--- config.mk ---
export PLATFORM = sky130hd
export DESIGN_NAME = sbp_host
export DESIGN_NICKNAME = d
export VERILOG_FILES = /design/src/sbp_pkg.sv /design/src/sbp_host.sv
export VERILOG_INCLUDE_DIRS = /design/src
export SDC_FILE = /design/constraint.sdc
export NUM_CORES = 1
export LEC_CHECK = 0
export BUFFER_PORTS_ARGS = -buffer_cell sky130_fd_sc_hd__buf_2
export CORE_MARGIN = 5
export CORE_UTILIZATION = 53
export DETAILED_ROUTE_END_ITERATION = 7
export PLACE_DENSITY = 0.77
export SYNTH_ARGS = -nofsm -noshare
export SYNTH_HDL_FRONTEND = slang
export SYNTH_SLANG_ARGS = --single-unit
--- constraint.sdc ---
create_clock -name core_clk -period 2.8 [get_ports core_clk]
set_input_delay 0.56 -clock core_clk [delete_from_list [all_inputs] [get_ports core_clk]]
set_output_delay 0.56 -clock core_clk [all_outputs]
set_load 0.02 [all_outputs]
--- src/sbp_defs.svh ---
// Behaviour
// - one byte per req/ack handshake, eighteen lines
// - eight devices, one conversation at once
// - busy is wired-or, marks bus occupied
// - initiator selects with sel, target reselects
// - target raises req, initiator answers ack
// - initiator raises atn for attention
// - data bit seven highest, asserted reads one
// - odd parity, ignored during arbitration
// - wait 2.2 us before judging arbitration
// - release lines within 800 ns of events
// - wait 800 ns after bus free to arbitrate
// - assert busy and id within 1.8 us
// - bus free after 400 ns settle
// - initiator releases data within 400 ns
// - hold reset at least 25 us
// - answer selection with busy within 200 us
// - wait 250 ms for busy before timeout; default count has an extra factor of 1000 and wraps to about 355 ms
`ifndef SBP_DEFS_SVH
`define SBP_DEFS_SVH
`define SBP_CLK_MHZ 125
`define SBP_SETTLE_NS 400
`define SBP_FREE_DLY_NS 800
`define SBP_ARB_DLY_NS 2200
`define SBP_DATA_REL_NS 400
`define SBP_RST_HOLD_NS 25000
`define SBP_SEL_TMO_MS 250
// least times round up to whole cycles
`define SBP_CYC_MIN(ns) (((ns) * `SBP_CLK_MHZ + 999) / 1000)
`define SBP_CNT_W 26
`define SBP_A_CTRL 4'h0
`define SBP_A_TARGET 4'h1
`define SBP_A_TXDATA 4'h2
`define SBP_A_RXDATA 4'h3
`define SBP_A_STATUS 4'h4
`define SBP_A_PHASE 4'h5
`define SBP_C_ARB 0
`define SBP_C_RST 1
`define SBP_C_ATN 2
`define SBP_C_DROP 3
`define SBP_C_OWNID 4
`define SBP_C_PAREN 7
`endif

--- src/sbp_pkg.sv ---
`default_nettype none
package sbp_pkg;
   // bus line bundle, asserted = 1 on every field
   typedef struct packed {
      logic bsy;
      logic sel;
      logic cd;
      logic io;
      logic msg;
      logic req;
      logic ack;
      logic atn;
      logic rst;
      logic par;
      logic [7:0] db;
   } sbp_lines_t;
   typedef enum logic [3:0] {
      SBP_IDLE, SBP_FREE_WAIT, SBP_ARB, SBP_SEL, SBP_SEL_WAIT, SBP_CONN,
      SBP_ACK_HOLD, SBP_RESET, SBP_LOST
   } sbp_state_t;
endpackage
`default_nettype wire

--- src/sbp_host.sv ---
// Decided for this implementation: the register offsets and strobed register access.
`timescale 1ns/1ps
`default_nettype none
`include "sbp_defs.svh"
module sbp_host (
   input wire logic core_clk,
   input wire logic reset_n,
   input wire logic [3:0] addr,
   input wire logic [7:0] wr_data,
   input wire logic wr_en,
   input wire logic rd_en,
   output logic [7:0] rd_data,
   input wire sbp_pkg::sbp_lines_t bus_in,
   output sbp_pkg::sbp_lines_t bus_out,
   output sbp_pkg::sbp_lines_t bus_oe
);
   // least times rounded up so every wait meets its minimum
   localparam int SETTLE_C = `SBP_CYC_MIN(`SBP_SETTLE_NS);
   localparam int FREE_C = `SBP_CYC_MIN(`SBP_FREE_DLY_NS);
   localparam int ARB_C = `SBP_CYC_MIN(`SBP_ARB_DLY_NS);
   localparam int REL_C = `SBP_CYC_MIN(`SBP_DATA_REL_NS);
   localparam int RST_C = `SBP_CYC_MIN(`SBP_RST_HOLD_NS);
   // selection timeout; a bench may shrink it to keep runs short
   parameter int SEL_TMO_C = `SBP_SEL_TMO_MS * 1000 * `SBP_CLK_MHZ * 1000;

   // phase, counters and sticky status
   sbp_pkg::sbp_state_t state_reg;
   logic [7:0] ctrl_reg;
   logic [2:0] target_reg;
   logic [7:0] tx_reg;
   logic [7:0] rx_reg;
   logic [`SBP_CNT_W-1:0] cnt_reg;
   logic [8:0] settle_reg;
   logic won_reg, lost_reg, tmo_reg, conn_reg, par_err_reg, rx_new_reg;
   logic io_prev_reg;
   logic [8:0] io_rel_reg;
   logic arb_go, rst_go, byte_in;
   logic [7:0] own_bit, higher_mask;
   logic bus_free;

   // own id bit and every id above it
   assign own_bit = 8'h01 << ctrl_reg[`SBP_C_OWNID +: 3];
   assign higher_mask = ~((own_bit << 1) - 8'h01);
   assign bus_free = (settle_reg >= 9'(SETTLE_C));
   assign arb_go = wr_en && addr == `SBP_A_CTRL && wr_data[`SBP_C_ARB];
   assign rst_go = wr_en && addr == `SBP_A_CTRL && wr_data[`SBP_C_RST];
   // new byte offered by the target
   assign byte_in = state_reg == sbp_pkg::SBP_CONN && bus_in.req && !bus_oe.ack;

   // bus free settle counter, counts while busy and select both low
   always_ff @(posedge core_clk or negedge reset_n) begin
      if (!reset_n) begin
         settle_reg <= 9'h000;
      end else if (bus_in.bsy || bus_in.sel) begin
         settle_reg <= 9'h000;
      end else if (!bus_free) begin
         settle_reg <= settle_reg + 9'h001;
      end
   end

   // software control and configuration registers
   always_ff @(posedge core_clk or negedge reset_n) begin
      if (!reset_n) begin
         ctrl_reg <= 8'h80;
         target_reg <= 3'h0;
         tx_reg <= 8'h00;
      end else if (wr_en) begin
         case (addr)
            `SBP_A_CTRL: ctrl_reg <= {wr_data[7:4], 1'b0, wr_data[2], 2'b00};
            `SBP_A_TARGET: target_reg <= wr_data[2:0];
            `SBP_A_TXDATA: tx_reg <= wr_data;
            default: ;
         endcase
      end
   end

   // read data one cycle after the strobe
   always_ff @(posedge core_clk or negedge reset_n) begin
      if (!reset_n) begin
         rd_data <= 8'h00;
      end else if (rd_en) begin
         case (addr)
            `SBP_A_CTRL: rd_data <= ctrl_reg;
            `SBP_A_TARGET: rd_data <= {5'h00, target_reg};
            `SBP_A_RXDATA: rd_data <= rx_reg;
            `SBP_A_STATUS: rd_data <= {bus_free, rx_new_reg, par_err_reg, conn_reg,
                                       tmo_reg, lost_reg, won_reg, state_reg == sbp_pkg::SBP_IDLE};
            `SBP_A_PHASE: rd_data <= {3'h0, bus_in.req, bus_in.msg, bus_in.cd, bus_in.io,
                                      bus_in.bsy};
            default: rd_data <= 8'h00;
         endcase
      end else begin
         rd_data <= 8'h00;
      end
   end

   // i/o rising edge starts data release window
   always_ff @(posedge core_clk or negedge reset_n) begin
      if (!reset_n) begin
         io_prev_reg <= 1'b0;
      end else begin
         io_prev_reg <= bus_in.io;
      end
   end

   // main phase sequencer
   always_ff @(posedge core_clk or negedge reset_n) begin
      if (!reset_n) begin
         state_reg <= sbp_pkg::SBP_IDLE;
         cnt_reg <= '0;
         won_reg <= 1'b0;
         lost_reg <= 1'b0;
         tmo_reg <= 1'b0;
         conn_reg <= 1'b0;
      end else if (rst_go) begin
         state_reg <= sbp_pkg::SBP_RESET;
         cnt_reg <= '0;
         conn_reg <= 1'b0;
      end else if (bus_in.rst && state_reg != sbp_pkg::SBP_RESET) begin
         state_reg <= sbp_pkg::SBP_IDLE;
         conn_reg <= 1'b0;
      end else begin
         // sticky flags: a set later in this block wins over the clear
         if (rd_en && addr == `SBP_A_STATUS) begin
            won_reg <= 1'b0;
            lost_reg <= 1'b0;
            tmo_reg <= 1'b0;
         end
         case (state_reg)
            sbp_pkg::SBP_IDLE: begin
               // wait for software to ask for the bus
               cnt_reg <= '0;
               if (arb_go) begin
                  state_reg <= sbp_pkg::SBP_FREE_WAIT;
               end
            end
            sbp_pkg::SBP_FREE_WAIT: begin
               // free delay after free detect, well inside the set limit
               if (!bus_free) begin
                  cnt_reg <= '0;
               end else if (cnt_reg >= `SBP_CNT_W'(FREE_C)) begin
                  state_reg <= sbp_pkg::SBP_ARB;
                  cnt_reg <= '0;
               end else begin
                  cnt_reg <= cnt_reg + 1'b1;
               end
            end
            sbp_pkg::SBP_ARB: begin
               // sel from another device means it has already won
               if (bus_in.sel) begin
                  state_reg <= sbp_pkg::SBP_LOST;
               end else if (cnt_reg >= `SBP_CNT_W'(ARB_C)) begin
                  cnt_reg <= '0;
                  if ((bus_in.db & higher_mask) == 8'h00) begin
                     state_reg <= sbp_pkg::SBP_SEL;
                     won_reg <= 1'b1;
                  end else begin
                     state_reg <= sbp_pkg::SBP_LOST;
                  end
               end else begin
                  cnt_reg <= cnt_reg + 1'b1;
               end
            end
            sbp_pkg::SBP_LOST: begin
               // lines drop with the state change, well inside the clear delay
               lost_reg <= 1'b1;
               state_reg <= sbp_pkg::SBP_IDLE;
            end
            sbp_pkg::SBP_SEL: begin
               // hold busy plus sel one settle before dropping busy
               if (cnt_reg >= `SBP_CNT_W'(SETTLE_C)) begin
                  state_reg <= sbp_pkg::SBP_SEL_WAIT;
                  cnt_reg <= '0;
               end else begin
                  cnt_reg <= cnt_reg + 1'b1;
               end
            end
            sbp_pkg::SBP_SEL_WAIT: begin
               if (bus_in.bsy && cnt_reg >= `SBP_CNT_W'(SETTLE_C)) begin
                  state_reg <= sbp_pkg::SBP_CONN;
                  conn_reg <= 1'b1;
               // no reply before the timeout: give up the selection
               end else if (cnt_reg >= `SBP_CNT_W'(SEL_TMO_C)) begin
                  state_reg <= sbp_pkg::SBP_IDLE;
                  tmo_reg <= 1'b1;
               end else begin
                  cnt_reg <= cnt_reg + 1'b1;
               end
            end
            sbp_pkg::SBP_CONN, sbp_pkg::SBP_ACK_HOLD: begin
               // target dropping busy ends the conversation
               if (!bus_in.bsy || (wr_en && addr == `SBP_A_CTRL && wr_data[`SBP_C_DROP])) begin
                  state_reg <= sbp_pkg::SBP_IDLE;
                  conn_reg <= 1'b0;
               end else if (byte_in) begin
                  state_reg <= sbp_pkg::SBP_ACK_HOLD;
               end else if (state_reg == sbp_pkg::SBP_ACK_HOLD && !bus_in.req) begin
                  state_reg <= sbp_pkg::SBP_CONN;
               end
            end
            sbp_pkg::SBP_RESET: begin
               // full hold time, no upper limit needed
               if (cnt_reg >= `SBP_CNT_W'(RST_C)) begin
                  state_reg <= sbp_pkg::SBP_IDLE;
               end else begin
                  cnt_reg <= cnt_reg + 1'b1;
               end
            end
            default: state_reg <= sbp_pkg::SBP_IDLE;
         endcase
      end
   end

   // data window after i/o rises: initiator stops driving data
   always_ff @(posedge core_clk or negedge reset_n) begin
      if (!reset_n) begin
         io_rel_reg <= 9'h000;
      end else if (bus_in.io && !io_prev_reg) begin
         io_rel_reg <= 9'(REL_C);
      end else if (io_rel_reg != 9'h000) begin
         io_rel_reg <= io_rel_reg - 9'h001;
      end
   end

   // byte capture with optional odd parity check
   always_ff @(posedge core_clk or negedge reset_n) begin
      if (!reset_n) begin
         rx_reg <= 8'h00;
         rx_new_reg <= 1'b0;
         par_err_reg <= 1'b0;
      end else begin
         // clears first so a byte landing in the read cycle still sets
         if (rd_en && addr == `SBP_A_RXDATA) begin
            rx_new_reg <= 1'b0;
         end
         if (rd_en && addr == `SBP_A_STATUS) begin
            par_err_reg <= 1'b0;
         end
         if (byte_in && bus_in.io) begin
            rx_reg <= bus_in.db;
            rx_new_reg <= 1'b1;
            // parity only valid outside arbitration
            if (ctrl_reg[`SBP_C_PAREN] && ~^{bus_in.par, bus_in.db}) begin
               par_err_reg <= 1'b1;
            end
         end
      end
   end

   // line drivers, all straight from flip-flops
   always_ff @(posedge core_clk or negedge reset_n) begin
      if (!reset_n) begin
         bus_out <= '0;
         bus_oe <= '0;
      end else begin
         bus_out <= '0;
         bus_oe <= '0;
         // released lines: enable low is enough, open drain
         case (state_reg)
            sbp_pkg::SBP_ARB: begin
               if (!bus_in.sel) begin
                  bus_oe.bsy <= 1'b1;
                  bus_oe.db <= own_bit;
                  bus_out.bsy <= 1'b1;
                  bus_out.db <= own_bit;
               end
            end
            sbp_pkg::SBP_SEL, sbp_pkg::SBP_SEL_WAIT: begin
               bus_oe.sel <= 1'b1;
               bus_out.sel <= 1'b1;
               bus_oe.bsy <= state_reg == sbp_pkg::SBP_SEL;
               bus_out.bsy <= state_reg == sbp_pkg::SBP_SEL;
               bus_oe.db <= own_bit | (8'h01 << target_reg);
               bus_out.db <= own_bit | (8'h01 << target_reg);
               bus_oe.par <= 1'b1;
               bus_out.par <= ~^(own_bit | (8'h01 << target_reg));
               bus_oe.atn <= ctrl_reg[`SBP_C_ATN];
               bus_out.atn <= ctrl_reg[`SBP_C_ATN];
            end
            sbp_pkg::SBP_CONN, sbp_pkg::SBP_ACK_HOLD: begin
               bus_oe.atn <= ctrl_reg[`SBP_C_ATN];
               bus_out.atn <= ctrl_reg[`SBP_C_ATN];
               bus_oe.ack <= state_reg == sbp_pkg::SBP_ACK_HOLD || byte_in;
               bus_out.ack <= state_reg == sbp_pkg::SBP_ACK_HOLD || byte_in;
               // drive data only while i/o says outbound
               if (!bus_in.io && io_rel_reg == 9'h000) begin
                  bus_oe.db <= tx_reg;
                  bus_out.db <= tx_reg;
                  bus_oe.par <= 1'b1;
                  bus_out.par <= ~^tx_reg;
               end
            end
            sbp_pkg::SBP_RESET: begin
               bus_oe.rst <= 1'b1;
               bus_out.rst <= 1'b1;
            end
            default: ;
         endcase
      end
   end
endmodule
`default_nettype wire

Yosys cells after proc, flatten, opt, wreduce, memory -nomap -nowiden
Index checks and enable logic that the tools add are counted.
Word-level totals
  flip-flop bits (word level): 110
  input port bits: 34
  output and inout port bits: 44
  word-level logic and storage cells: 186
Operators by class
  add/sub/neg operators: 4
  order comparisons: 6
  equal/unequal tests: 30
  shift-type cells: 2
  multiplexer cells: 67
  bitwise operators: 5
  reduce and logical (&&, ||, !) cells: 47
Operators by type and width (count)
  $mux W26: 10
  $pmux W26 S6: 1
  $mux W4: 15
  $mux W9: 6
  $pmux W8 S3: 2
  $pmux W8 S5: 1
  $pmux W4 S7: 1
  $add A26 B1 Y26 const B: 1
  $ge A26 B12 Y1 const B: 1
  $ge A26 B26 Y1 const B: 1
  $ge A26 B6 Y1 const B: 1
  $ge A26 B7 Y1 const B: 1
  $ge A26 B9 Y1 const B: 1
  $mux W1: 25
  $eq A4 B3 Y1 const B: 6
  $ne A4 B4 Y1 const B: 6
  $eq A4 B2 Y1 const B: 4
  $mux W8: 2
  $reduce_xnor A8 Y1: 2
  $shl A1 B3 Y8 const A: 2
  $logic_and A1 B1 Y1: 15
  $ne A3 B3 Y1 const B: 4
  $ne A5 B5 Y1 const B: 2
  $add A9 B1 Y9 const B: 1
  other kinds (30): 50

Longest topological paths before layout
Gate-level depths: netlist of run 1.
  depth after elaboration: 11
  depth in mapped cells: 11
  depth with buffers taken out: 10

Worst setup path after synthesis of run 1
OpenSTA, ideal clock, no wires.
  path kind: register to register
  start: register settle_reg[0]
  end: register state_reg[0]
  setup time: 0.125 ns
  arrival time: 2.446 ns
  required time: 2.675 ns
  path slack: 0.229 ns
  cell stages (with the launch flop): 10
  path buffers: 0
  clock period less this slack: 2.571 ns
  cell sequence: dfrtp_1 > inv_1 > ha_1 > or4_4 > a31oi_4 > a21oi_1 > nor4_1 > a311oi_1 > a31oi_1 > mux2_2
Between the ends
  word-level cells in the longest chain between the ends: 3
Ends and longest elaborated chain
  start, declared: line sbp_host.sv:33  | logic [8:0] settle_reg;
  start signal, assigned: line sbp_host.sv:57  | settle_reg <= settle_reg + 9'h001;
  $ge A9 B6 Y1: line sbp_host.sv:44  | assign bus_free = (settle_reg >= 9'(SETTLE_C));
  $ne A4 B4 Y1 (no line)
  $reduce_and A8 Y1 (no line)
  end signal, assigned: line sbp_host.sv:109  | state_reg <= sbp_pkg::SBP_IDLE;
  end signal, assigned: line sbp_host.sv:116  | state_reg <= sbp_pkg::SBP_RESET;
  end signal, assigned: line sbp_host.sv:120  | state_reg <= sbp_pkg::SBP_IDLE;
  end, declared: line sbp_host.sv:27  | sbp_pkg::sbp_state_t state_reg;
Every way passes these cells.
A chain may end at the register's enable or synchronous reset.

Worst setup path after layout of run 1
  start: register ctrl_reg[6]
  end: register state_reg[1]
Between the ends
  word-level cells in the longest chain between the ends: 11
Ends and longest elaborated chain
  start, declared: line sbp_host.sv:28  | logic [7:0] ctrl_reg;
  start signal, assigned: line sbp_host.sv:69  | `SBP_A_CTRL: ctrl_reg <= {wr_data[7:4], 1'b0, wr_data[2], 2'b00};
  $shl A1 B3 Y8: line sbp_host.sv:42  | assign own_bit = 8'h01 << ctrl_reg[`SBP_C_OWNID +: 3];
  $sub A8 B1 Y8: line sbp_host.sv:43  | assign higher_mask = ~((own_bit << 1) - 8'h01);
  $not A8 Y8: line sbp_host.sv:43
  $and A8 B8 Y8: line sbp_host.sv:154  | if ((bus_in.db & higher_mask) == 8'h00) begin
  $logic_not A8 Y1: line sbp_host.sv:154
  $mux W4: line sbp_host.sv:154
  $mux W4: line sbp_host.sv:152  | end else if (cnt_reg >= `SBP_CNT_W'(ARB_C)) begin
  $mux W4: line sbp_host.sv:150  | if (bus_in.sel) begin
  $pmux W4 S7: line sbp_host.sv:129  | case (state_reg)
  $mux W4: line sbp_host.sv:119  | end else if (bus_in.rst && state_reg != sbp_pkg::SBP_RESET) begin
  $mux W4: line sbp_host.sv:115  | end else if (rst_go) begin
  end signal, assigned: line sbp_host.sv:116
  end signal, assigned: line sbp_host.sv:120
  end signal, assigned: line sbp_host.sv:151  | state_reg <= sbp_pkg::SBP_LOST;
Every way passes these cells. The select of a mux whose other input is x is not followed.

==> results of run 1 <==
==> worst max-delay path by stage <==
| stage | to | from |
|---|---|---|
| 6_report | state_reg[1] | ctrl_reg[6] |
| 5_1_grt | state_reg[0] | settle_reg[1] |
| 4_1_cts | state_reg[1] | ctrl_reg[6] |
| 3_5_place_dp | state_reg[1] | ctrl_reg[6] |
| 3_3_place_gp | cnt_reg[16] | cnt_reg[8] |
| 2_1_floorplan | state_reg[0] | settle_reg[0] |
==> routing by layer <==
layer  vias to the layer above  GRT usage  part of all wire
li1                       2341          -                 -
met1                      2432      0.300              0.42
met2                       225      0.385              0.49
met3                        23     0.0548             0.078
met4                         0     0.0790             0.020
met5                         -          0                 0
==> layout by cell type (no fill, tap or decap), types with 5 or more instances in the layout <==
cell type  count
nand4_1        9
nand2b_1       8
inv_1         21
o21ai_0       24
a31oi_1       19
and2_1         9
and3_1        10
or3_1          5
nand2_1       49
o31ai_1        5
mux2_2        29
xnor2_1       21
a32oi_1        5
nand3_1       18
buf_2         66
xor2_1         8
buf_4         30
clkbuf_8      12
dfrtp_1      100
nor3_1        18
a21boi_0       6
nor2b_1       10
nor3b_1        5
nor4_1        10
a22o_1        12
conb_1         8
ha_1           8
nor2_1        57
a21oi_1       17
==> report_power, final <==
group          switching [W]  total [W]  leakage [nW]  internal (W)
sequential          0.000221    0.00190          1.37       0.00168
combinational       0.000895    0.00158          1.61      0.000688
clock               0.000494   0.000891        0.0889      0.000397
==> metrics by stage <==
| stage | instances | total power [W] | hold slack (ns) | utilization |
|---|---|---|---|---|
| after detailed placement | 809 | 0.00348 | 0.464 | 0.587 |
| after floorplan | 623 | 0.00300 | 0.264 | - |
| after global placement | 809 | 0.00342 | 0.458 | 0.587 |
| final | 826 | 0.00437 | 0.0495 | 0.606 |
| after CTS | 825 | 0.00438 | 0.0362 | 0.604 |
| after global routing | 826 | 0.00462 | 0.0520 | 0.606 |
==> what timing repair did <==
| action | CTS | global route |
|---|---|---|
| setup buffers | 0 | 1 |
| gates resized for setup | 0 | 4 |
| setup endpoints to repair | 0 | 7 |
==> layout make-up <==
type | instances | area [um2]
Fill cell | 915 | 4290
Multi-Input combinational cell | 449 | 3010
Sequential cell | 102 | 2550
Timing Repair Buffer | 98 | 596
Tap cell | 140 | 175
Clock buffer | 14 | 173
Inverter | 21 | 78.8
Clock inverter | 2 | 15.0
==> kinds of logic (layout without fill, tap and decap cells) <==
logic type / count (synthesis) / count (layout)
AND/OR/NAND/NOR: 232 / 232
adder cells (fa/ha/maj): 9 / 9
flip-flops: 102 / 102
buffers and inverters: 72 / 135
multiplexers: 33 / 33
other: 1 / 8
AO/OA/AOI/OAI: 138 / 138
XOR/XNOR: 29 / 29
==> cells in the mapped netlist (all sizes together), types with 5 or more instances <==
| master | n | share of area |
|---|---|---|
| ha | 8 | 0.017 |
| o21ai | 26 | 0.023 |
| xnor2 | 21 | 0.031 |
| clkbuf | 21 | 0.013 |
| nor3 | 20 | 0.020 |
| nor4 | 13 | 0.016 |
| nand3 | 18 | 0.015 |
| and2 | 10 | 0.011 |
| a22o | 12 | 0.018 |
| a21boi | 6 | 0.0076 |
| nand2 | 49 | 0.031 |
| buf | 30 | 0.036 |
| mux2 | 29 | 0.055 |
| or3 | 5 | 0.0053 |
| o31ai | 5 | 0.0064 |
| nand2b | 8 | 0.0085 |
| nand4 | 9 | 0.0096 |
| inv | 21 | 0.013 |
| nor2 | 57 | 0.036 |
| a32oi | 5 | 0.0074 |
| xor2 | 8 | 0.012 |
| dfrtp | 101 | 0.43 |
| a31oi | 20 | 0.024 |
| nor3b | 6 | 0.0085 |
| nor2b | 10 | 0.011 |
| a21oi | 17 | 0.014 |
| and3 | 11 | 0.012 |
==> results.py, run 1 <==
metrics = {
    "outcome": {
        "outcome": "complete, no violations",
    },
    "yosys": {
        "synth_edf_count": 0,
        "ys_warn_count": 0,
        "async_flop_share": 1.00,
        "synth_cell_types": 77,
        "ys_seq_elements": 102,
        "synth_fa_ha_area_frac": 0.0187,
        "synth_top_family_by_area": "simple AND/OR/NAND/NOR gates",
        "avgSynthCellArea_um2": 9.56,
        "yosys.area_share.simple": 0.205,
        "synth_compound_area_frac": 0.174,
        "synth_flop_cell": "dfrtp_1",
        "netlist_instances": 616,
        "ys_seq_area_frac": 0.434,
        "synth_mux_area_frac": 0.0622,
        "post_synth_instance_area_mm2": 0.00589,
        "synth_xor_area_frac": 0.0431,
    },
    "floorplan": {
        "core_area_mm2": 0.0109,
        "io_pins": 78,
        "initial_utilization": 0.541,
        "dieWidth_um": 115,
        "rows": 38,
        "die_y_um": 115,
        "fp.dieArea_mm2": 0.0133,
    },
    "global_route": {
        "grt_pass1_wl_mm": 24.4,
        "antenna_found_initial": 0,
        "grt_pass1_vias": 4878,
        "grt_max_degree": 53,
        "grt_usage": 0.232,
        "overflow": 0,
    },
    "cts": {
        "htree_num_levels": 3,
        "clock_latency_ns": 0.38,
        "cts_tree": "done",
        "cts_inserted_buffers": 9,
        "clk_pin_slew_ns": 0.09,
        "cts_sinks": 102,
        "root_buffer": "clkbuf_8",
        "clockBufferDepth": 2,
        "hold_buffers": 0,
    },
    "detailed_routing": {
        "vias": 5021,
        "antenna_left": 0,
        "wl_per_cell_um": 17.9,
        "drtPass1Iterations": 5,
        "drc": 0,
        "drt_iter0_drc": 517,
        "via_per_inst": 6.08,
        "wl_mm": 14.8,
    },
    "critical_path": {
        "cp-start-kind": "register",
        "cp.depth": 8,
        "cp.required_ns": 3.13,
        "crit_family": "compound AO/OA/AOI/OAI gates",
        "arrival_ns": 3.00,
        "max_stage_delay_ns": 0.47,
        "path_max_fanout": 8,
        "path_class": "reg2reg",
        "reg2reg_slack_ns": 0.13,
        "path_cells": "or3_1 > ha_1 > a221oi_1 > o211ai_1 > a211o_1 > o32a_1 > o21ai_0 > mux2_2",
        "endpoint_kind": "register",
        "r2r-start": "ctrl_reg[6]",
        "cp_slowest_cell": "dfrtp_2",
        "r2r_cells": 8,
        "critical_path_buf_inv_count": 0,
        "r2r-end": "state_reg[1]",
    },
    "sta": {
        "rsz0062_at_grt": "no",
        "final_max_slew_viol_count": 0,
        "report.final.hold_viol_count": 0,
        "worst_pin_slew_ns": 0.647,
        "fin_crit_ns": 2.67,
        "setup_viol": 0,
        "setup_ws_ns": 0.126,
        "min_period_over_period": 0.955,
        "final.setup_skew_ns": 0.0108,
        "fin_tns_setup_ns": 0,
        "timing.fmax_mhz": 374,
        "slew_headroom": 0.565,
    },
    "final_layout": {
        "largest_reg_flops": 26,
        "nets": 723,
        "synthToLayoutAreaGrowth_pct": 12.1,
        "final_layout_size_suffix_gt1_frac": 0.236,
        "insertedDiodeCount": 0,
        "final_cell_area_mm2": 0.00660,
    },
    "power_and_ir_drop": {
        "power_density_mw_per_mm2": 663,
        "p_leak_nw": 3.07,
        "peakVddDrop_uv": 582,
    },
    "place": {
        "routabilityCongestion": 0.911,
        "hpwlAfterDp_mm": 11.0,
        "dpl_cell_area_mm2": 0.00639,
        "dp_slack_ns": 0.153,
        "io_buffers": 67,
    },
    "min_path": {
        "hold_path_class": "in2async",
    },
    "flow_run": {
        "maxCapViolations": 0,
    },
}
(Power assumes the default switching activity.)
==> inputs of run 2 (changes only) <==
==> constraint.sdc (replaced) <==
create_clock -name core_clk -period 2.8 [get_ports core_clk]
set_input_delay 0.14 -clock core_clk [delete_from_list [all_inputs] [get_ports core_clk]]
set_output_delay 0.14 -clock core_clk [all_outputs]
set_load 0.02 [all_outputs]
==> run 2 against run 1 <==
  * Count of clock-buffer cells in the layout fell by 3
  * Critical path depth stayed put
  * Non-clock buffer count shrank 2
  * Core utilization up 0.11 points
  * Clock skew up 0.0056 ns
  * Fmax is 1.4% lower
  * First-iteration DRC count decreased by 1.2%
  * Clock power rose by 7.9%
  * Wire length down 2.5%
  * Sequential cell count unchanged
  * Power rose by 1.7%
  * Die area unchanged
  * Highest routed layer unchanged
==> results.py, run 2 (synthesis results as in run 1) <==
metrics = {
    "final_layout": {
        "final_util": 0.608,
        "final_common_cell": "dfrtp_1",
        "final_layout_size_suffix_gt1_frac": 0.227,
        "largest_reg_flops": 26,
        "layout_common_cells": "dfrtp_1, buf_2, nor2_1, nand2_1, mux2_2",
        "insertedDiodeCount": 0,
        "synthToLayoutAreaGrowth_pct": 12.3,
        "nets": 721,
    },
    "critical_path": {
        "arrival_ns": 2.99,
        "path_cells": "nor3_1 > a21oi_1 > o211ai_1 > nor2_1 > o41ai_4 > buf_12 > a21bo_1 > a22o_1",
        "cp-start-kind": "register",
        "critPathLaunch": "cnt_reg[8]",
        "path_class": "reg2reg",
        "endpoint": "cnt_reg[16]",
        "max_stage_delay_ns": 0.49,
        "cp_slowest_cell": "dfrtp_1",
        "r2r-start": "cnt_reg[8]",
        "r2r_cells": 8,
        "r2r-end": "cnt_reg[16]",
        "reg2reg_slack_ns": 0.09,
        "path_max_fanout": 27,
        "cp.required_ns": 3.08,
        "endpoint_kind": "register",
    },
    "detailed_routing": {
        "wl_per_cell_um": 17.5,
        "wl_mm": 14.4,
        "antenna_left": 0,
        "drc": 0,
        "drtPass1Iterations": 8,
        "vias": 4971,
        "drt_iter0_drc": 511,
        "via_per_inst": 6.03,
    },
    "cts": {
        "htree_num_levels": 3,
        "cts_inserted_buffers": 9,
        "cts_tree": "done",
        "clockBufferDepth": 2,
        "cts_sinks": 102,
        "clock_latency_ns": 0.39,
        "root_buffer": "clkbuf_8",
        "post_cts_buffers": 0,
        "clk_pin_slew_ns": 0.09,
    },
    "global_route": {
        "grt_max_degree": 53,
        "grt_pass1_vias": 4780,
        "antenna_found_initial": 0,
        "grt_pass1_wl_mm": 23.9,
        "grt_usage": 0.228,
        "overflow": 0,
    },
    "power_and_ir_drop": {
        "p_clk_frac": 0.216,
        "peakVddDrop_uv": 482,
        "pwr-share-seq": 0.428,
        "p_sw_w": 0.00164,
        "p_sw_frac": 0.368,
        "power_density_mw_per_mm2": 672,
        "power.internal_w": 0.00281,
        "combinationalPowerShare": 0.356,
        "p_leak_nw": 3.06,
    },
    "sta": {
        "timing.fmax_mhz": 369,
        "slew_headroom": 0.403,
        "rsz0062_at_grt": "yes",
        "setup_ws_ns": 0.0891,
        "report.final.hold_viol_count": 0,
        "final_max_slew_viol_count": 0,
        "fin_crit_ns": 2.71,
        "min_period_over_period": 0.968,
        "setup_viol": 0,
        "hold_ws_ns": 0.0270,
        "worst_pin_slew_ns": 0.882,
        "final.setup_skew_ns": 0.0165,
    },
    "floorplan": {
        "initial_utilization": 0.541,
        "core_area_mm2": 0.0109,
        "rows": 38,
        "dieWidth_um": 115,
        "die_y_um": 115,
        "io_pins": 78,
        "fp.dieArea_mm2": 0.0133,
    },
    "outcome": {
        "outcome": "complete, no violations",
    },
    "flow_run": {
        "maxCapViolations": 0,
    },
    "min_path": {
        "hold_path_class": "in2reg",
    },
    "place": {
        "io_buffers": 67,
        "hpwlAfterDp_mm": 10.6,
        "routabilityCongestion": 0.879,
        "dp_slack_ns": 0.0991,
    },
}
==> run 2: cell types whose count changed in the layout (fill, tap and decap cells not counted), sizes merged <==
cell	previous run	this run
buf	98	89
dlygate4sd3	0	7
clkbuf	14	11
clkinv	0	2
bufinv	0	1
==> run 2: area by class of cell <==
type	instances	area (um2)
clock buffer	11	141
clock inverter	5	58.8
fill	912	4270
inverter	21	78.8
multi-input combinational	449	3010
sequential	102	2550
tap	140	175
timing repair buffer	96	598
==> run 2: timing repair <==
action                                 CTS  global route
hold buffers                             7             0
resized for setup                        0             4
setup endpoints to repair                0            12
endpoints found under the hold margin   58             0
==> run 2: worst min-delay path by stage <==
stage	slack [ns]	from	endpoint	cells after the start
detailed placement	0.20	reset_n	rx_reg[6]	1
global route	0.007	wr_data[4]	tx_reg[4]	2
floorplan	-0.16	reset_n	bus_oe[0]	0
global placement	0.20	reset_n	rx_reg[4]	1
finish	0.03	bus_in[4]	rx_reg[4]	2
CTS	0.003	wr_data[4]	tx_reg[4]	2
==> run 2: metrics by stage <==
step	power (W)	std cells	setup TNS, ns	cell area (um2)
final	0.00445	824	0	6620
after global routing	0.00469	824	-0.0745	6620
after CTS	0.00444	824	0	6600
after detailed placement	0.00346	801	0	6330
after global placement	0.00341	801	0	6330
after floorplan	0.00300	623	0	5920
==> run 2: power groups by stage <==
| stage | clock network, W | registers, W | logic, W |
|---|---|---|---|
| global placement | 0 | 0.00191 | 0.00150 |
| global route | 0.00103 | 0.00193 | 0.00173 |
| finish | 0.000961 | 0.00190 | 0.00158 |
| CTS | 0.000983 | 0.00189 | 0.00156 |
| detailed placement | 0 | 0.00192 | 0.00154 |
| floorplan | 0 | 0.00187 | 0.00114 |
==> run 2: critical path: cells and delay by family, from the launching register on <==
kind                   cells  cell delay (ns)
AO/OA/AOI/OAI              5             1.37
AND/OR/NAND/NOR            2             0.53
flip-flops                 1             0.49
buffers and inverters      1             0.21
==> run 2: metal layers <==
layer / wire, um / vias to the layer above / GRT usage
met3: 1060 / 32 / 0.0533
met1: 6230 / 2406 / 0.307
li1: - / 2335 / -
met4: 290 / 0 / 0.0673
met2: 6830 / 198 / 0.368
met5: 0 / - / 0
